<file path="config.mk">
export PLATFORM = sky130hd
export DESIGN_NAME = pmbus_protect_nvm_alert_mask
export DESIGN_NICKNAME = d
export VERILOG_FILES = /design/src/pkg/pmbus_cfg_pkg.sv /design/src/pkg/nvm_if.sv /design/src/rtl/alert_gate.sv /design/src/rtl/nvm_store.sv /design/src/rtl/pmbus_protect_nvm_alert_mask.sv
export SDC_FILE = /design/constraint.sdc
export NUM_CORES = 1
export LEC_CHECK = 0
export ABC_AREA = 1
export ABC_CLOCK_PERIOD_IN_PS = 3400
export BUFFER_PORTS_ARGS = -buffer_cell sky130_fd_sc_hd__buf_2
export CAP_MARGIN = 40
export CORE_ASPECT_RATIO = 1.4
export CORE_MARGIN = 4
export CORE_UTILIZATION = 30
export CTS_CLUSTER_SIZE = 30
export DETAILED_ROUTE_END_ITERATION = 6
export HOLD_SLACK_MARGIN = 0.02
export PLACE_DENSITY_LB_ADDON = 0.1
export SLEW_MARGIN = 20
export SYNTH_ARGS = -nofsm -noshare
export SYNTH_HDL_FRONTEND = slang
export SYNTH_SLANG_ARGS = --single-unit
</file>
<file path="constraint.sdc">
create_clock -name mclk -period 3.4 [get_ports mclk]
set_input_delay 0.51 -clock mclk [delete_from_list [all_inputs] [get_ports mclk]]
set_output_delay 0.51 -clock mclk [all_outputs]
set_load 0.05 [all_outputs]
</file>
<file path="src/pkg/pmbus_cfg_pkg.sv">
// Constants, types and reset values for the command interpreter.
// Assumes one system clock; the bus front end hands over decoded transactions.
package pmbus_cfg_pkg;

  localparam logic [7:0] CMD_RUN_CONTROL    = 8'h01;
  localparam logic [7:0] CMD_ON_OFF_SETUP   = 8'h02;
  localparam logic [7:0] CMD_WRITE_LOCK     = 8'h10;
  localparam logic [7:0] CMD_SAVE_CONFIG    = 8'h15;
  localparam logic [7:0] CMD_RELOAD_CONFIG  = 8'h16;
  localparam logic [7:0] CMD_FEATURE_REPORT = 8'h19;
  localparam logic [7:0] CMD_ALERT_MASK     = 8'h1B;
  localparam logic [7:0] STATUS_CODE_FIRST  = 8'h7A;
  localparam logic [7:0] STATUS_CODE_LAST   = 8'h7E;
  localparam int         STATUS_GROUPS      = 5;
  localparam int         CML_GROUP          = 4;
  localparam int         CML_IVC_BIT        = 7;
  localparam int         CML_IVD_BIT        = 6;

  localparam logic [7:0] LOCK_NONE     = 8'h00;
  localparam logic [7:0] LOCK_SETTINGS = 8'h20;
  localparam logic [7:0] LOCK_CONTROL  = 8'h40;
  localparam logic [7:0] LOCK_ALL      = 8'h80;
  localparam logic [7:0] PHASE_ALL     = 8'hFF;

  // Feature report fields, most significant first
  localparam logic       FR_PEC    = 1'b1;
  localparam logic [1:0] FR_SPEED  = 2'b10;
  localparam logic       FR_ALERT  = 1'b1;
  localparam logic       FR_FORMAT = 1'b0;
  localparam logic       FR_AVS    = 1'b0;
  localparam logic [1:0] FR_RSVD   = 2'b00;
  localparam logic [7:0] FEATURE_REPORT_VALUE =
    {FR_PEC, FR_SPEED, FR_ALERT, FR_FORMAT, FR_AVS, FR_RSVD};

  // Writable mask bits per status group, 7Ah first
  localparam logic [7:0] MASK_SUPPORTED [STATUS_GROUPS] =
    '{8'hFC, 8'hB0, 8'h08, 8'hC0, 8'hF2};

  // Working settings that have a user-store location
  localparam int NVM_ITEMS       = 9;
  localparam int NVM_WIDTH       = 16;
  localparam int ITEM_WRITE_LOCK = 0;
  localparam int ITEM_ON_OFF     = 1;
  localparam int ITEM_SETPOINT   = 2;
  localparam int ITEM_STRAP_SEL  = 3;
  localparam int ITEM_MASK_FIRST = 4;
  localparam int NVM_ITEM_CYCLES = 4;

  localparam int STRAP_SEL_SETPOINT_BIT = 0;
  localparam int STRAP_SEL_ON_OFF_BIT   = 1;

  localparam logic [15:0] WRITE_LOCK_RST  = 16'h0000;
  localparam logic [15:0] ON_OFF_RST      = 16'h0000;
  localparam logic [15:0] SETPOINT_RST    = 16'h0000;
  localparam logic [15:0] STRAP_SEL_RST   = 16'h0000;
  localparam logic [15:0] MASK_RST        = 16'h0000;
  localparam logic [7:0]  RUN_CONTROL_RST = 8'h00;

  typedef enum logic [2:0] {
    PROTO_SEND_BYTE,
    PROTO_WRITE_BYTE,
    PROTO_WRITE_WORD,
    PROTO_READ_BYTE,
    PROTO_READ_WORD,
    PROTO_BLOCK_CALL
  } proto_t;

  typedef enum logic [1:0] {
    NVM_IDLE,
    NVM_SAVING,
    NVM_LOADING
  } nvm_state_t;

endpackage : pmbus_cfg_pkg

</file>
<file path="src/pkg/nvm_if.sv">
// Link between the interpreter and the user-store sequencer.
// Both ends run on mclk; requests are one-cycle pulses.
`timescale 1ns/1ns
interface nvm_if #(
  parameter int ITEMS = 9,
  parameter int WIDTH = 16
);
  localparam int IW = $clog2(ITEMS);

  logic             save_req;
  logic             reload_req;
  logic             done;
  logic             ld_valid;
  logic [IW-1:0]    item_idx;
  logic [WIDTH-1:0] image_word;
  logic [WIDTH-1:0] ld_data;

  modport ctrl (
    output save_req,
    output reload_req,
    output image_word,
    input  done,
    input  ld_valid,
    input  item_idx,
    input  ld_data
  );

  modport store (
    input  save_req,
    input  reload_req,
    input  image_word,
    output done,
    output ld_valid,
    output item_idx,
    output ld_data
  );
endinterface : nvm_if

</file>
<file path="src/rtl/alert_gate.sv">
// One status group: sticky status bits and their alert suppression.
// Assumes condition inputs are synchronous to mclk.
`timescale 1ns/1ns
module alert_gate
  import pmbus_cfg_pkg::*;
#(
  parameter int               WIDTH     = 8,
  parameter logic [WIDTH-1:0] SUPPORTED = 8'hFF
) (
  // Clock and reset
  input  wire logic             mclk,
  input  wire logic             rst,
  // Conditions and control
  input  wire logic [WIDTH-1:0] cond,
  input  wire logic             clear,
  input  wire logic [WIDTH-1:0] mask,
  // Results
  output logic      [WIDTH-1:0] status,
  output logic                  alert
);

  logic [WIDTH-1:0] next_status;

  always_comb
  begin
    // New condition beats a clear in the same cycle
    next_status = (status & ~{WIDTH{clear}}) | cond;
  end

  always_ff @(posedge mclk)
  begin
    if (rst)
      status <= '0;
    else
      status <= next_status;
  end

  assign alert = |(status & ~mask & SUPPORTED);

endmodule : alert_gate

</file>
<file path="src/rtl/nvm_store.sv">
// User store and the sequencer that copies it to or from working settings.
// Assumes the controller ignores new requests until done.
`timescale 1ns/1ns
module nvm_store
  import pmbus_cfg_pkg::*;
#(
  parameter int ITEMS       = NVM_ITEMS,
  parameter int WIDTH       = NVM_WIDTH,
  parameter int ITEM_CYCLES = NVM_ITEM_CYCLES
) (
  // Clock and reset
  input  wire logic mclk,
  input  wire logic rst,
  // Controller side
  nvm_if.store      bus
);

  localparam int IW = $clog2(ITEMS);
  localparam int CW = $clog2(ITEM_CYCLES + 1);
  localparam logic [IW-1:0] LAST_IDX  = IW'(ITEMS - 1);
  localparam logic [CW-1:0] LAST_WAIT = CW'(ITEM_CYCLES - 1);

  nvm_state_t       state;
  nvm_state_t       next_state;
  logic [IW-1:0]    idx;
  logic [IW-1:0]    next_idx;
  logic [CW-1:0]    wait_cnt;
  logic [CW-1:0]    next_wait_cnt;
  logic [WIDTH-1:0] mem      [ITEMS];
  logic [WIDTH-1:0] next_mem [ITEMS];
  logic             step;

  assign step         = (state != NVM_IDLE) && (wait_cnt == LAST_WAIT);
  assign bus.item_idx = idx;
  assign bus.ld_data  = mem[idx];
  assign bus.ld_valid = step && (state == NVM_LOADING);
  assign bus.done     = step && (idx == LAST_IDX);

  always_comb
  begin
    next_state    = state;
    next_idx      = idx;
    next_wait_cnt = wait_cnt;
    next_mem      = mem;
    unique case (state)
      NVM_IDLE:
      begin
        next_idx      = '0;
        next_wait_cnt = '0;
        if (bus.save_req)
          next_state = NVM_SAVING;
        else if (bus.reload_req)
          next_state = NVM_LOADING;
      end
      NVM_SAVING, NVM_LOADING:
      begin
        next_wait_cnt = wait_cnt + CW'(1);
        if (step)
        begin
          next_wait_cnt = '0;
          if (state == NVM_SAVING)
            next_mem[idx] = bus.image_word;
          if (idx == LAST_IDX)
            next_state = NVM_IDLE;
          else
            next_idx = idx + IW'(1);
        end
      end
    endcase
  end

  always_ff @(posedge mclk)
  begin
    if (rst)
    begin
      state    <= NVM_IDLE;
      idx      <= '0;
      wait_cnt <= '0;
      for (int i = 0; i < ITEMS; i++)
        mem[i] <= '0;
    end
    else
    begin
      state    <= next_state;
      idx      <= next_idx;
      wait_cnt <= next_wait_cnt;
      mem      <= next_mem;
    end
  end

endmodule : nvm_store

</file>
<file path="src/rtl/pmbus_protect_nvm_alert_mask.sv">
// Command interpreter: write lock, user-store save and reload,
// feature report and alert suppression masks.
// Assumes a bus front end on mclk that delivers one decoded transaction per pulse.
`timescale 1ns/1ns
module pmbus_protect_nvm_alert_mask
  import pmbus_cfg_pkg::*;
#(
  parameter logic [7:0] CMD_SETPOINT     = 8'h21,
  parameter logic [7:0] CMD_STRAP_SELECT = 8'hEE
) (
  // Clock and reset
  input  wire logic                          mclk,
  input  wire logic                          rst,
  // Decoded transaction from the bus front end
  input  wire logic                          cmd_valid,
  input  wire logic [7:0]                    cmd_code,
  input  wire proto_t                        cmd_proto,
  input  wire logic [7:0]                    cmd_lo,
  input  wire logic [7:0]                    cmd_hi,
  // Answer to the bus front end
  output logic                               rsp_valid,
  output logic [15:0]                        rsp_data,
  output logic [1:0]                         rsp_len,
  output logic                               bus_hold,
  // Phase selector and sensed strap values
  input  wire logic [7:0]                    phase_sel,
  input  wire logic [15:0]                   strap_setpoint,
  input  wire logic [7:0]                    strap_on_off,
  // Status conditions and fault clearing
  input  wire logic [STATUS_GROUPS-1:0][7:0] status_cond,
  input  wire logic                          clear_faults,
  // Working settings to the regulator
  output logic [7:0]                         run_control,
  output logic [7:0]                         on_off_setup,
  output logic [15:0]                        output_setpoint,
  output logic                               reg_inhibit,
  // Open-drain alert pin
  output logic                               alert_o,
  output logic                               alert_oe
);

  nvm_if #(.ITEMS(NVM_ITEMS), .WIDTH(NVM_WIDTH)) nvm ();

  logic [15:0]                  work      [NVM_ITEMS];
  logic [15:0]                  next_work [NVM_ITEMS];
  logic [7:0]                   next_run_control;
  logic                         next_rsp_valid;
  logic [15:0]                  next_rsp_data;
  logic [1:0]                   next_rsp_len;
  logic                         save_req;
  logic                         next_save_req;
  logic                         reload_req;
  logic                         next_reload_req;
  logic                         nvm_active;
  logic                         next_nvm_active;
  logic                         reloading;
  logic                         next_reloading;
  logic                         next_reg_inhibit;
  logic                         ivd_hit;
  logic                         ivc_hit;
  logic                         is_write;
  logic                         permit;
  logic                         sel_ok;
  logic                         phase_all;
  logic [2:0]                   grp;
  logic [2:0]                   stat_grp;
  logic [STATUS_GROUPS-1:0]     grp_alert;
  logic [7:0]                   grp_status [STATUS_GROUPS];
  logic [STATUS_GROUPS-1:0][7:0] gate_cond;

  function automatic logic lock_permits(input logic [7:0] level, input logic [7:0] code);
    logic ok;
    ok = 1'b0;
    case (level)
      LOCK_NONE:     ok = 1'b1;
      LOCK_SETTINGS: ok = (code == CMD_WRITE_LOCK) || (code == CMD_RUN_CONTROL) ||
                          (code == CMD_ON_OFF_SETUP) || (code == CMD_SAVE_CONFIG) ||
                          (code == CMD_SETPOINT);
      LOCK_CONTROL:  ok = (code == CMD_WRITE_LOCK) || (code == CMD_RUN_CONTROL) ||
                          (code == CMD_SAVE_CONFIG);
      LOCK_ALL:      ok = (code == CMD_WRITE_LOCK) || (code == CMD_SAVE_CONFIG);
      default:       ok = 1'b0;
    endcase
    return ok;
  endfunction : lock_permits

  assign is_write  = (cmd_proto == PROTO_SEND_BYTE) || (cmd_proto == PROTO_WRITE_BYTE) ||
                     (cmd_proto == PROTO_WRITE_WORD);
  assign permit    = lock_permits(work[ITEM_WRITE_LOCK][7:0], cmd_code);
  assign phase_all = (phase_sel == PHASE_ALL);
  assign sel_ok    = (cmd_lo >= STATUS_CODE_FIRST) && (cmd_lo <= STATUS_CODE_LAST);
  assign grp       = 3'(cmd_lo - STATUS_CODE_FIRST);
  assign stat_grp  = 3'(cmd_code - STATUS_CODE_FIRST);

  assign nvm.save_req   = save_req;
  assign nvm.reload_req = reload_req;
  // Settings without a store location never reach this mux
  assign nvm.image_word = work[nvm.item_idx];

  always_comb
  begin
    next_work        = work;
    next_run_control = run_control;
    next_rsp_valid   = 1'b0;
    next_rsp_data    = rsp_data;
    next_rsp_len     = rsp_len;
    next_save_req    = 1'b0;
    next_reload_req  = 1'b0;
    next_nvm_active  = nvm_active;
    next_reloading   = reloading;
    next_reg_inhibit = reg_inhibit;
    ivd_hit          = 1'b0;
    ivc_hit          = 1'b0;
    // Transactions during a store copy are dropped
    if (cmd_valid && !nvm_active)
    begin
      if (is_write && !permit && (cmd_code != CMD_FEATURE_REPORT))
        ivd_hit = 1'b1;
      else
      begin
        case (cmd_code)
          CMD_RUN_CONTROL:
          begin
            if (cmd_proto == PROTO_WRITE_BYTE)
              next_run_control = cmd_lo;
            else if (cmd_proto == PROTO_READ_BYTE)
            begin
              next_rsp_valid = 1'b1;
              next_rsp_data  = {8'h00, run_control};
              next_rsp_len   = 2'd1;
            end
            else
              ivc_hit = 1'b1;
          end
          CMD_ON_OFF_SETUP:
          begin
            if (cmd_proto == PROTO_WRITE_BYTE)
              next_work[ITEM_ON_OFF] = {8'h00, cmd_lo};
            else if (cmd_proto == PROTO_READ_BYTE)
            begin
              next_rsp_valid = 1'b1;
              next_rsp_data  = work[ITEM_ON_OFF];
              next_rsp_len   = 2'd1;
            end
            else
              ivc_hit = 1'b1;
          end
          CMD_WRITE_LOCK:
          begin
            if (cmd_proto == PROTO_WRITE_BYTE)
            begin
              if ((cmd_lo == LOCK_NONE) || (cmd_lo == LOCK_SETTINGS) ||
                  (cmd_lo == LOCK_CONTROL) || (cmd_lo == LOCK_ALL))
                next_work[ITEM_WRITE_LOCK] = {8'h00, cmd_lo};
              else
                ivd_hit = 1'b1;
            end
            else if (cmd_proto == PROTO_READ_BYTE)
            begin
              next_rsp_valid = 1'b1;
              next_rsp_data  = work[ITEM_WRITE_LOCK];
              next_rsp_len   = 2'd1;
            end
            else
              ivc_hit = 1'b1;
          end
          CMD_SAVE_CONFIG:
          begin
            if (cmd_proto == PROTO_SEND_BYTE)
            begin
              next_save_req   = 1'b1;
              next_nvm_active = 1'b1;
            end
            else
              ivc_hit = 1'b1;
          end
          CMD_RELOAD_CONFIG:
          begin
            if (cmd_proto == PROTO_SEND_BYTE)
            begin
              next_reload_req  = 1'b1;
              next_nvm_active  = 1'b1;
              next_reloading   = 1'b1;
              next_reg_inhibit = 1'b1;
            end
            else
              ivc_hit = 1'b1;
          end
          CMD_FEATURE_REPORT:
          begin
            if (is_write)
              ivd_hit = 1'b1;
            else if (cmd_proto == PROTO_READ_BYTE)
            begin
              next_rsp_valid = 1'b1;
              next_rsp_data  = {8'h00, FEATURE_REPORT_VALUE};
              next_rsp_len   = 2'd1;
            end
            else
              ivc_hit = 1'b1;
          end
          CMD_ALERT_MASK:
          begin
            // Masks exist only for the all-phases view
            if ((cmd_proto == PROTO_WRITE_WORD) || (cmd_proto == PROTO_BLOCK_CALL))
            begin
              if (!sel_ok || !phase_all)
                ivd_hit = 1'b1;
              else if (cmd_proto == PROTO_WRITE_WORD)
                next_work[ITEM_MASK_FIRST + int'(grp)] =
                  {8'h00, cmd_hi & MASK_SUPPORTED[grp]};
              else
              begin
                next_rsp_valid = 1'b1;
                next_rsp_data  = work[ITEM_MASK_FIRST + int'(grp)];
                next_rsp_len   = 2'd1;
              end
            end
            else
              ivc_hit = 1'b1;
          end
          CMD_SETPOINT:
          begin
            if (cmd_proto == PROTO_WRITE_WORD)
              next_work[ITEM_SETPOINT] = {cmd_hi, cmd_lo};
            else if (cmd_proto == PROTO_READ_WORD)
            begin
              next_rsp_valid = 1'b1;
              next_rsp_data  = work[ITEM_SETPOINT];
              next_rsp_len   = 2'd2;
            end
            else
              ivc_hit = 1'b1;
          end
          CMD_STRAP_SELECT:
          begin
            if (cmd_proto == PROTO_WRITE_BYTE)
              next_work[ITEM_STRAP_SEL] = {8'h00, cmd_lo};
            else if (cmd_proto == PROTO_READ_BYTE)
            begin
              next_rsp_valid = 1'b1;
              next_rsp_data  = work[ITEM_STRAP_SEL];
              next_rsp_len   = 2'd1;
            end
            else
              ivc_hit = 1'b1;
          end
          default:
          begin
            // Status bytes read back, still set even when masked
            if ((cmd_code >= STATUS_CODE_FIRST) && (cmd_code <= STATUS_CODE_LAST) &&
                (cmd_proto == PROTO_READ_BYTE))
            begin
              next_rsp_valid = 1'b1;
              next_rsp_data  = {8'h00, grp_status[stat_grp]};
              next_rsp_len   = 2'd1;
            end
            else
              ivc_hit = 1'b1;
          end
        endcase
      end
    end
    if (nvm.ld_valid)
      next_work[nvm.item_idx] = nvm.ld_data;
    if (nvm.done)
    begin
      next_nvm_active  = 1'b0;
      next_reloading   = 1'b0;
      next_reg_inhibit = 1'b0;
      // Strap values win over what the store held
      if (reloading && work[ITEM_STRAP_SEL][STRAP_SEL_SETPOINT_BIT])
        next_work[ITEM_SETPOINT] = strap_setpoint;
      if (reloading && work[ITEM_STRAP_SEL][STRAP_SEL_ON_OFF_BIT])
        next_work[ITEM_ON_OFF] = {8'h00, strap_on_off};
    end
  end

  always_comb
  begin
    gate_cond = status_cond;
    gate_cond[CML_GROUP][CML_IVC_BIT] = status_cond[CML_GROUP][CML_IVC_BIT] | ivc_hit;
    gate_cond[CML_GROUP][CML_IVD_BIT] = status_cond[CML_GROUP][CML_IVD_BIT] | ivd_hit;
  end

  for (genvar g = 0; g < STATUS_GROUPS; g++)
  begin : g_group
    alert_gate #(
      .WIDTH     (8),
      .SUPPORTED (MASK_SUPPORTED[g])
    ) u_gate (
      .mclk   (mclk),
      .rst    (rst),
      .cond   (gate_cond[g]),
      .clear  (clear_faults),
      .mask   (work[ITEM_MASK_FIRST + g][7:0]),
      .status (grp_status[g]),
      .alert  (grp_alert[g])
    );
  end

  nvm_store #(
    .ITEMS       (NVM_ITEMS),
    .WIDTH       (NVM_WIDTH),
    .ITEM_CYCLES (NVM_ITEM_CYCLES)
  ) u_store (
    .mclk (mclk),
    .rst  (rst),
    .bus  (nvm.store)
  );

  always_ff @(posedge mclk)
  begin
    if (rst)
    begin
      work[ITEM_WRITE_LOCK] <= WRITE_LOCK_RST;
      work[ITEM_ON_OFF]     <= ON_OFF_RST;
      work[ITEM_SETPOINT]   <= SETPOINT_RST;
      work[ITEM_STRAP_SEL]  <= STRAP_SEL_RST;
      for (int i = ITEM_MASK_FIRST; i < NVM_ITEMS; i++)
        work[i] <= MASK_RST;
      run_control <= RUN_CONTROL_RST;
      rsp_valid   <= 1'b0;
      rsp_data    <= 16'h0000;
      rsp_len     <= 2'd0;
      save_req    <= 1'b0;
      reload_req  <= 1'b0;
      nvm_active  <= 1'b0;
      reloading   <= 1'b0;
      reg_inhibit <= 1'b0;
    end
    else
    begin
      work        <= next_work;
      run_control <= next_run_control;
      rsp_valid   <= next_rsp_valid;
      rsp_data    <= next_rsp_data;
      rsp_len     <= next_rsp_len;
      save_req    <= next_save_req;
      reload_req  <= next_reload_req;
      nvm_active  <= next_nvm_active;
      reloading   <= next_reloading;
      reg_inhibit <= next_reg_inhibit;
    end
  end

  // Registered copies so every output leaves from a flop
  always_ff @(posedge mclk)
  begin
    if (rst)
    begin
      on_off_setup    <= ON_OFF_RST[7:0];
      output_setpoint <= SETPOINT_RST;
      bus_hold        <= 1'b0;
      alert_o         <= 1'b0;
      alert_oe        <= 1'b0;
    end
    else
    begin
      on_off_setup    <= next_work[ITEM_ON_OFF][7:0];
      output_setpoint <= next_work[ITEM_SETPOINT];
      bus_hold        <= next_nvm_active;
      alert_o         <= 1'b0;
      alert_oe        <= |grp_alert;
    end
  end

endmodule : pmbus_protect_nvm_alert_mask

</file>
**Word-level counts from Yosys, hierarchy flattened**

Memory sizes are Yosys's and may differ from the RTL's.
Cells that the tools add are included.

- $add $sub $neg: 5
- Multiply operators: 0
- Divide/modulo/power cells: 0
- $lt $le $gt $ge: 10
- Equality and inequality tests: 46
- Shift-type cells: 0
- Mux-type cells: 108
- Bitwise operators: 33
- Reduce and logical (&&, ||, !) cells: 53

Operators by type and width:

| cell | count |
|---|---|
| 2-to-1 mux 144 bit | 6 |
| 2-to-1 mux 16 bit | 31 |
| bitwise mux 144 bit | 3 |
| binary-select mux 16 bit (select 4 bit) | 3 |
| demux 16 bit (select 4 bit) | 2 |
| one-hot mux 16 bit (2 select lines) | 4 |
| one-hot mux 16 bit (8 select lines) | 1 |
| bitwise AND 8 bit | 10 |
| 2-to-1 mux 80 bit | 1 |
| equality test 8 x 5 -> 1 bit, second input constant | 5 |
| inverter 8 bit | 5 |
| bitwise OR 8 bit | 5 |
| equality test 8 bit, second input constant | 4 |
| greater-or-equal comparator 32 x 5 -> 1 bit, second input constant | 1 |
| less-than comparator 32 x 1 -> 1 bit, second input constant | 1 |
| 2-to-1 mux 32 bit | 1 |
| 2-to-1 mux 8 bit | 4 |
| inverter 4 -> 32 bit | 1 |
| 2-to-1 mux 1 bit | 27 |
| 2-to-1 mux 2 bit | 13 |
| != test 2 bit, second input constant | 13 |
| binary-select mux 8 bit (select 3 bit) | 1 |
| equality test 8 x 6 -> 1 bit, second input constant | 3 |
| AND reduction 19 bit | 1 |
| other kinds (53) | 109 |

- Bits in registers: 377
- Latch bits: 0
- RAM bits: 0
- Memory bits (read-only): 64
- Input port bits: 103
- Output and inout bits: 55
- Memories: 1

Memories:

| memory | depth | bits a word | read ports | clocked after memory_dff | write ports | RTL line | text |
|---|---|---|---|---|---|---|---|
| (no name shown) | 8 | 8 | 1 | 0 | 0 | pmbus_protect_nvm_alert_mask.sv:211 | `{8'h00, cmd_hi & MASK_SUPPORTED[grp]};` |

**Depth between registers and ports, before layout**

Gate-level depths: netlist (run 1).

- Word-level depth: 18
- Gate-level depth with buffers: 17
- Depth with buffers taken out: 15

**Hierarchy**

A second synthesis (run 1) with hierarchy kept.

- Cell total of the unflattened synthesis: 3462
- Area total of the unflattened synthesis: 21704.6 um2

By module, submodules not included:

| module | instances | cells each | area each (um2) |
|---|---|---|---|
| pmbus_protect_nvm_alert_mask | 1 | 2224 | 13157.6 |
| nvm_store | 1 | 1040 | 7084.3 |
| alert_gate at g_group[0].u_gate | 1 | 43 | 307.8 |
| alert_gate at g_group[1].u_gate | 1 | 41 | 296.5 |
| alert_gate at g_group[4].u_gate | 1 | 40 | 296.5 |
| alert_gate at g_group[3].u_gate | 1 | 38 | 285.3 |
| alert_gate at g_group[2].u_gate | 1 | 36 | 276.5 |

**Worst setup path after synthesis (run 1)**

Ideal clock, no wire load.

- Path kind: input-to-reg
- From: input cmd_lo[0]
- To: register work[43] (netlist name)
- Library setup time: 132 ps
- Data arrival time: 2822 ps
- Data required time: 3268 ps
- Slack: 446 ps
- Stages: 13
- Path buffers: 4
- Cell sequence: clkbuf_1 > inv_1 > clkbuf_1 > buf_1 > ha_1 > inv_1 > nand3_1 > nand4_1 > nor3_2 > nand4_1 > buf_2 > nand3_1 > a21oi_1

- Word-level cells in the longest chain between the ends: 16

Ends and longest elaborated chain:

| what | RTL line | text |
|---|---|---|
| start: declaration | pmbus_protect_nvm_alert_mask.sv:18 | `input wire logic [7:0] cmd_lo,` |
| subtractor 3 x 2 -> 3 bit | pmbus_protect_nvm_alert_mask.sv:92 | `assign grp = 3'(cmd_lo - STATUS_CODE_FIRST);` |
| adder 3 x 3 -> 4 bit | pmbus_protect_nvm_alert_mask.sv:210 | `next_work[ITEM_MASK_FIRST + int'(grp)] =` |
| inverter 4 -> 32 bit (implied by the code) | pmbus_protect_nvm_alert_mask.sv:210 |  |
| greater-or-equal comparator 32 x 5 -> 1 bit (implied by the code) or less-than comparator 32 x 1 -> 1 bit (tied branches) | pmbus_protect_nvm_alert_mask.sv:210 |  |
| logical AND 1 bit (implied by the code) | pmbus_protect_nvm_alert_mask.sv:210 |  |
| 2-to-1 mux 16 bit (implied by the code) | pmbus_protect_nvm_alert_mask.sv:210 |  |
| demux 16 bit (select 4 bit) | pmbus_protect_nvm_alert_mask.sv:210 |  |
| bitwise mux 144 bit | pmbus_protect_nvm_alert_mask.sv:210 |  |
| 2-to-1 mux 144 bit | pmbus_protect_nvm_alert_mask.sv:209 | `else if (cmd_proto == PROTO_WRITE_WORD)` |
| 2-to-1 mux 144 bit * | pmbus_protect_nvm_alert_mask.sv:207 | `if (!sel_ok \|\| !phase_all)` |
| 2-to-1 mux 144 bit * | pmbus_protect_nvm_alert_mask.sv:205 | `if ((cmd_proto == PROTO_WRITE_WORD) \|\| (cmd_proto == PROTO_BLOCK_CALL))` |
| 2-to-1 mux 80 bit * | pmbus_protect_nvm_alert_mask.sv:121 | `case (cmd_code)` |
| 2-to-1 mux 144 bit * | pmbus_protect_nvm_alert_mask.sv:117 | `if (is_write && !permit && (cmd_code != CMD_FEATURE_REPORT))` |
| 2-to-1 mux 144 bit * | pmbus_protect_nvm_alert_mask.sv:115 | `if (cmd_valid && !nvm_active)` |
| bitwise mux 144 bit | pmbus_protect_nvm_alert_mask.sv:265 | `next_work[nvm.item_idx] = nvm.ld_data;` |
| 2-to-1 mux 144 bit * | pmbus_protect_nvm_alert_mask.sv:264 | `if (nvm.ld_valid)` |
| end signal: assignment | pmbus_protect_nvm_alert_mask.sv:334 | `work <= next_work;` |
| end: declaration | pmbus_protect_nvm_alert_mask.sv:44 | `logic [15:0] work [NVM_ITEMS];` |

Mark *: on every way between the ends. The rest lies on a longest branch, timed or not.
A chain may end at the register's enable or synchronous reset.

**Worst setup path after layout (run 1)**

- From: register u_store.idx[2], in the netlist u_store.bus.item_idx[2]
- To: register work[81] (netlist name)

- Word-level cells in the longest chain between the ends: 7

Ends and longest elaborated chain:

| what | RTL line | text |
|---|---|---|
| start: declaration | nvm_store.sv:25 | `logic [IW-1:0] idx;` |
| start signal: assignment | nvm_store.sv:85 | `idx <= next_idx;` |
| inverter 4 -> 5 bit (implied by the code) * | nvm_store.sv:35, pmbus_protect_nvm_alert_mask.sv:265 |  |
| greater-or-equal comparator 5 bit (implied by the code) or less-than comparator 5 x 1 -> 1 bit (tied branches) | pmbus_protect_nvm_alert_mask.sv:265 |  |
| logical AND 1 bit (implied by the code) | pmbus_protect_nvm_alert_mask.sv:265 |  |
| 2-to-1 mux 16 bit (implied by the code) | pmbus_protect_nvm_alert_mask.sv:265 |  |
| demux 16 bit (select 4 bit) | pmbus_protect_nvm_alert_mask.sv:265 |  |
| bitwise mux 144 bit * | pmbus_protect_nvm_alert_mask.sv:265 |  |
| 2-to-1 mux 144 bit * | pmbus_protect_nvm_alert_mask.sv:264 |  |

Mark *: on every way between the ends. The rest lies on a longest branch, timed or not. The select of a mux whose other input is x is not followed.

==> results.txt, run 1 <==
The flow ran to the end, and the final reports show no timing, DRC or antenna violations. At the end of routability-driven placement, the weighted congestion stood at 0.959. The floorplan step defined a core boundary enclosing 64400 sq um.

The first TritonRoute pass finished after 6 iterations. The peak ir drop on the vdd network came out at 0.362 mV. The run gives 0 as the max-slew violation count. The floorplan die width was 223 microns. The worst register-to-register path begins at u_store.bus.item_idx[2].

Once the clock tree was built, the setup fixing pass inserted 0 buffers. The final number of hold-violating endpoints is 0. Uppermost layer routed: met4. The wire length on met3 came out at 5130 microns.

After clock tree synthesis, the repair step resized 0 gates. In this run the worst setup path terminates at work[81]. Between clock sinks in the finished design, the worst skew comes to 23.6 ps. Dividing total power by cell area gives a power density of 431 nW/um^2.

For the area of combinational cells with multiple inputs, the log shows 10200 sq um. After clock tree synthesis, the flow added hold-fix buffers numbering 0. The ratio of cells with drive above 1 in the final layout works out to 0.128.

The number of max-cap violations was 0. Path type of the worst setup path: flip-flop to flip-flop. Excluding fillers, the count of instances in the completed layout stands at 3858. The worst hold-check path type was primary input to flip-flop. The count of state elements after synthesis was 369; the finished layout cell area was 22700 sq um. Detailed routing placed a total of 45600 microns of wire on met2. The tools report the remaining global-route overflow as 0.

In this run the remaining antenna-violating nets after routing total 0. The number of DRC violations after detailed-routing iteration 0 is 1897, and the minimum clock period is 2870 ps. Required time of the worst setup path: 3910 ps.

After detailed routing, the number of remaining DRC violations is 0. Setup repair after global routing left no endpoint under its margin. The synthesized netlist cell count is 2918, and the net count after synthesis is 3037. In this run the core area contains 110 standard-cell rows. Prior to clock tree synthesis, the placed netlist has a worst setup slack of 119 ps.

The critical path starts at u_store.bus.item_idx[2]. In the final layout, flip-flops and latches occupy 7390 sq um. Summing every instance area after synthesis gives 19500 sq um.

For the length of routed wiring on met1, the log shows 36500 microns. Sorting the synthesized cells by area gives the leading types as sky130_fd_sc_hd__dfxtp_1, sky130_fd_sc_hd__a21oi_1, sky130_fd_sc_hd__o21ai_0, sky130_fd_sc_hd__nand2_1, sky130_fd_sc_hd__nor2_1. The worst setup margin was 532 ps. The endpoint type of the worst setup path was a flip-flop. The count of warnings emitted by yosys is 0. After clock tree synthesis, the clock-pin slew on the worst setup and hold paths is 70 ps. The number of global-route vias before repair was 20300. Leaving out fill and tap cells, the most frequent cells in the layout are sky130_fd_sc_hd__a21oi_1, sky130_fd_sc_hd__nand2_1, sky130_fd_sc_hd__o21ai_0. The initial antenna violation count is 0. The endpoint of the worst-slack reg-to-reg timing path is work[81]. Area added between synthesis and finish: 16.2%. The logs give 3105 for the post-layout net count and 0.303 for the starting utilization of the core area.

Entering global routing, the biggest net connects 108 pins. For the number of diodes added for antenna fixing, the log shows 0. The area share of the largest cell type after synthesis works out to 0.379.

Across all register-to-register paths, the minimum setup slack is 530 ps. The top cell type by total area after synthesis was sky130_fd_sc_hd__dfxtp_1. The instance area at placement was 21200 sq um.

The startpoint type of the worst setup path is a flip-flop. Using the TritonRoute via totals, the vias-per-cell ratio works out to 5.51. The all-layer global routing usage was 0.255; the number of buffers created by CTS was 42. The clock tree synthesis step divided the H-tree into 2 levels. The highest net fanout along the worst path is 55, and the number of setup violations in the final report is 0.

Counting cells, the worst reg-to-reg path comes to 9. Once placement completed, the tool counted placed cells totaling 3782. TritonCTS built the clock tree.

For the total length of routed wires, the log shows 92500 microns. The library cell used most frequently in the layout, excluding fill and tap cells, is sky130_fd_sc_hd__a21oi_1. The ratio of final minimum period to clock period was 0.844; the achievable clock frequency was 0.349 GHz. The detail-routed net length per standard cell works out to 24.0 microns. The filler cell count in the final layout is 7044, and the total of buffers placed on input and output ports is 156.

From bottom edge to top edge, the die measures 310 microns. The endpoint arrival time on the critical path was 3380 ps. 158 I/O pins were placed. The HPWL after detailed placement is 65700 microns. The die covers 69200 sq um.

At the pin with the least slew margin, the transition time is 850 ps. The wire length of the first global-routing pass came out at 135000 microns. The tools report the final hold slack as 139 ps. At the later pin of the worst-skew pair, clock insertion delay measures 590 ps. Counting distinct cell types in the post-synthesis netlist gives 42. For the final routed database, the setup TNS stands at 0 ps. The tree built by TritonCTS fans out to 369 sinks. Detailed routing inserted a total of 21200 vias.

For the sequential element share of the synthesized area, the log shows 0.379. For the leakage dissipation, the log shows 8.95 nW. CTS placed an instance of sky130_fd_sc_hd__clkbuf_16 at the clock tree root. The mean instance size in the synthesized netlist is 6.68 sq um, and the relative max-transition margin is 0.433. The tools report the maximum buffer depth of the clock tree as 3.
## worst max-delay path: stages, from the launching register on
cell and delay (ps):
sky130_fd_sc_hd__dfxtp_1 410, sky130_fd_sc_hd__inv_1 110, sky130_fd_sc_hd__nor2_4 90, sky130_fd_sc_hd__buf_4 610
sky130_fd_sc_hd__o21ai_0 200, sky130_fd_sc_hd__o221ai_1 210, sky130_fd_sc_hd__nand2_1 420, sky130_fd_sc_hd__inv_1 340
sky130_fd_sc_hd__o21ai_0 170, sky130_fd_sc_hd__a21oi_1 150
## cells by family (layout without fill, tap and decap cells)
family / count (synthesis) / after routing / share of synthesized area
and+or+nand+nor: 1025 / 1025 / 0.224
AOI/OAI and AO/OA: 1034 / 1034 / 0.289
DFF: 369 / 369 / 0.379
adders and majority gates: 16 / 16 / 0.0103
other: 1 / 1 / 0.000192
buffers and inverters: 473 / 573 / 0.0985
## synthesized netlist by cell type, drive strengths merged
cell	n
clkinv	7
a211oi	2
a31oi	7
a22o	3
o2111ai	8
o21bai	2
buf	65
nor3	22
o21ai	389
conb	1
inv	236
a221oi	29
dfxtp	369
clkbuf	165
nand2	426
nand3b	3
o211ai	29
nor2	315
ha	16
and3	2
o31ai	7
nand4	42
o22ai	45
o21a	1
nor4	3
nand3	212
a22oi	10
a21oi	490
o221ai	12
## routing by layer
layer  GRT usage  vias to the layer above
li1            -                    10100
met1       0.303                    10100
met2       0.451                      835
met3      0.0358                      191
met4       0.127                        0
met5           0                        -
## sequential cells by signal, summed over array words and instances (netlist names)
name / cells
alert_oe: 1
bus_hold: 1
g_group.u_gate.status: 40
nvm.reload_req: 1
nvm.save_req: 1
output_setpoint: 16
reloading: 1
rsp_data: 16
rsp_len: 2
rsp_valid: 1
run_control: 8
u_store.bus.item_idx: 4
u_store.mem: 144
u_store.state: 2
u_store.wait_cnt: 3
work: 128
## per-stage QoR
stage,utilization,power (mW)
after floorplan,-,4.79
after global placement,0.329,5.04
after detailed placement,0.330,5.04
after CTS,0.352,9.91
after global routing,0.352,10.1
final,0.352,9.78
## worst min-delay path by stage
stage                     depth (start not counted)                     endpoint           startpoint  slack (ps)
after floorplan                                   1          u_store.wait_cnt[0]  u_store.wait_cnt[0]         400
after global placement                            1          u_store.wait_cnt[0]  u_store.wait_cnt[0]         410
after detailed placement                          1          u_store.wait_cnt[0]  u_store.wait_cnt[0]         420
after CTS                                         3  g_group[3].u_gate.status[7]      status_cond[31]         120
after global routing                              3  g_group[2].u_gate.status[4]      status_cond[20]         140
final                                             3  g_group[1].u_gate.status[0]       status_cond[8]         140
## where the power goes
part           switching, mW  internal [mW]  total [mW]
clock                   2.04           2.79        4.83
sequential            0.0275           4.36        4.39
combinational          0.402          0.159       0.561
total                   2.47           7.31        9.78
## final cells by class
cell class                 instances  share of cell area
inverter                         243              0.0404
clock buffer                      56              0.0527
timing repair buffer             254              0.0722
multi-input combinational       2076               0.452
clock inverter                    20              0.0105
tap                              840              0.0464
sequential                       369               0.326
(Power assumes the default switching activity.)
==> run 2, diff against run 1 <==
- ABC_CLOCK_PERIOD_IN_PS: 3400 -> 3000
- clock period: 3.4 -> 3 ns (I/O delays scaled with it)
==> results.txt, run 2 (synthesis results as in run 1) <==
The flow ran to the end, and the final reports show no timing, DRC or antenna violations. Worst hold-check path type: primary input to flip-flop. The endpoint arrival time on the critical path is 3110 ps (-270 ps), and the ratio of cells with drive above 1 in the final layout is 0.138 (+0.00971). The clock-pin slew on the worst setup and hold paths was 60 ps (about the same). Setup repair after global routing left no endpoint under its margin. Number of DRC violations after detailed-routing iteration 0: 1951 (+2.8%). The pre-CTS setup slack came out at 65.2 ps (-53.5 ps). For the utilization after layout, the log shows 0.356 (+0.00431). The path type of the worst setup path is flip-flop to flip-flop. The I/O pin total is 158 (unchanged).

The largest registers in the layout are u_store.mem: 144 flops, work: 128 flops, g_group.u_gate.status: 40 flops. The run gives 0.303 (unchanged) as the starting utilization of the core area. The via density per instance was 5.49 (-0.30%).

The tools report the instance area at placement as 21500 sq um (+1.2%). The worst setup path is captured at a flip-flop. The biggest cell delay along the critical path was 510 ps (-100 ps); the number of placement rows was 110 (unchanged). The post-layout net count was 3140 (+1.1%).

The tools report the finished layout cell area as 22900 sq um (+1.2%). The logs give 108 (unchanged) for the maximum number of pins on one net before global-route repair and 0 (unchanged) for the max-slew violation count. The peak ir drop on the vdd network was 0.617 mV (+70%). u_store.mem holds more flip-flops than any other register. TritonCTS built the clock tree. Critical hold path startpoint: status_cond[30]. The total via count after detailed routing was 21400 (+0.60%); the detail-routed net length per standard cell was 23.9 microns (-0.28%).

The logs give 5 (-1) for the number of optimization iterations in the first detailed-route pass and 0.374 GHz (+7.2%) for the achievable clock frequency. The cts-stage hold buffer count was 0 (unchanged); the highest net fanout along the worst path was 16 (-71%). For the number of DRC violations after detailed routing, the log shows 0 (unchanged). STA classifies the critical path startpoint as a flip-flop. For the maximum buffer depth of the clock tree, the log shows 3 (unchanged). The floorplan die width was 223 microns (unchanged); the number of cells in the design after placement was 3816 (+0.90%). The power density relative to cell area was 485 nW/um^2 (+12%); the half-perimeter wire length of the detailed placement result was 66800 microns (+1.5%). The number of resized instances in the post-cts repair step came out at 0 (unchanged). The tools report the required time of the worst setup path as 3440 ps (-470 ps). The full die area is 69200 sq um (unchanged), and the ratio of final minimum period to clock period is 0.892 (+0.0482). For the floorplan core area, the log shows 64400 sq um (unchanged). Walking the worst path, the cells encountered are inv_1, nor2_4, clkinv_1, nor2_1, inv_1, nor2_1, buf_4, inv_1, nand3_1, a21oi_1. The filler cell count in the final layout is 7060 (+0.23%). The logs give 28.5 ps (+4.91 ps) for the setup skew after layout and 3893 (+0.91%) for the filler-free cell count of the finished design. The total of buffers placed on input and output ports works out to 156 (unchanged). The flip-flop count of the largest register after layout was 144 (unchanged); the final hold slack was 74.7 ps (-64.5 ps). The die span in y was 310 microns (unchanged); the slew at the pin closest to its max-slew limit was 880 ps (+30.4 ps). The final number of hold-violating endpoints is 0 (unchanged), and the initial antenna violation count is 1 (+1). The tools report the relative max-transition margin as 0.412 (-0.0203).

The logs give 20400 (+0.55%) for the number of global-route vias before repair and 2 (unchanged) for the number of levels in the clock H-tree. The run gives 11.1 mW (+14%) as the power after layout. The buffers plus inverters on the worst setup path is 5 (+2).

The leading cell type in the layout, fill and taps excluded was sky130_fd_sc_hd__a21oi_1. The critical path starts at u_store.bus.item_idx[2]. The tools report the remaining global-route overflow as 0 (unchanged).

The run gives 9.12 nW (+1.9%) as the leakage dissipation. The number of setup violations in the final report came out at 0 (unchanged). The tools report the wire length of the first global-routing pass as 136000 microns (+0.79%).

The run gives 0 (unchanged) as the remaining number of nets flagged by the antenna check after routing. All-layer global routing usage: 0.258 (+0.00273). The cell that appears most often on the critical path is sky130_fd_sc_hd__inv_1. The minimum clock period was 2680 ps (-193 ps). The number of clock sinks came out at 369 (unchanged).

The number of max-cap violations was 0 (unchanged). The logs give 600 ps (about the same) for the clock latency of the later-clocked register in the worst-skew pair and 43 (+2.4%) for the number of buffers created by CTS. The worst setup margin is 324 ps (-207 ps).

For this design, the slowest cell found on the critical path is sky130_fd_sc_hd__clkinv_1. The startpoint identified for the worst register-to-register timing path is u_store.bus.item_idx[2]. The total negative slack for setup checks was 0 ps (unchanged). The tools report the clock tree root buffer cell as sky130_fd_sc_hd__clkbuf_16. The number of post-CTS setup repair buffers is 0 (unchanged). In the layout the commonest cells are sky130_fd_sc_hd__a21oi_1, sky130_fd_sc_hd__nand2_1, sky130_fd_sc_hd__o21ai_0. The cell family contributing the most delay on the critical path is buffers and inverters. The weighted congestion reported at the end of routability-driven placement was 0.994 (+3.6%); the area added between synthesis and finish was 17.7%.

Total length of routed wires: 93000 microns (+0.63%).
run 2: changes by cell type in the layout (fill, tap and decap cells not counted):
| cell | change |
|---|---|
| sky130_fd_sc_hd__nor2_4 | +2 |
| sky130_fd_sc_hd__inv_6 | -2 |
| sky130_fd_sc_hd__inv_16 | +1 |
| sky130_fd_sc_hd__nor2_2 | -2 |
| sky130_fd_sc_hd__buf_12 | -1 |
| sky130_fd_sc_hd__clkinvlp_4 | -1 |
| sky130_fd_sc_hd__buf_4 | +35 |
| sky130_fd_sc_hd__diode_2 | +1 |
| sky130_fd_sc_hd__clkbuf_8 | +2 |
run 2: final timing paths:
path	slack, ps	cells past startpoint	to
worst max-delay path	320	10	work[29]
worst min-delay path	70	3	g_group[3].u_gate.status[6]
worst max register to register	320	10	work[29]
worst min register to register	420	1	u_store.wait_cnt[0]
run 2: metal layers:
metal  share of wire  vias up  GRT usage
met5               0        -          0
met4           0.064        0      0.146
met3           0.059      237     0.0353
met2            0.48      836      0.447
met1            0.39    10100      0.307
li1                -    10200          -
run 2: area by class of cell:
class	instances	area (sq um)	area share
clock inverter	18	234	0.0102
antenna	1	2.50	0.000109
clock buffer	58	1220	0.0533
tap	840	1050	0.0458
sequential	369	7390	0.322
multi-input combinational	2076	10300	0.447
timing repair buffer	288	1880	0.0819
inverter	243	916	0.0399
run 2: tightest hold or removal path: stages:
cell	delay [ps]
sky130_fd_sc_hd__buf_2	80
sky130_fd_sc_hd__a21oi_1	30
sky130_fd_sc_hd__nor2_1	70
run 2: report_power, final:
group          switching [mW]  leakage, nW  internal, mW  total, mW
clock network            2.29        0.721          3.22       5.51
logic                   0.456         5.42         0.193      0.649
registers              0.0305         2.98          4.94       4.97
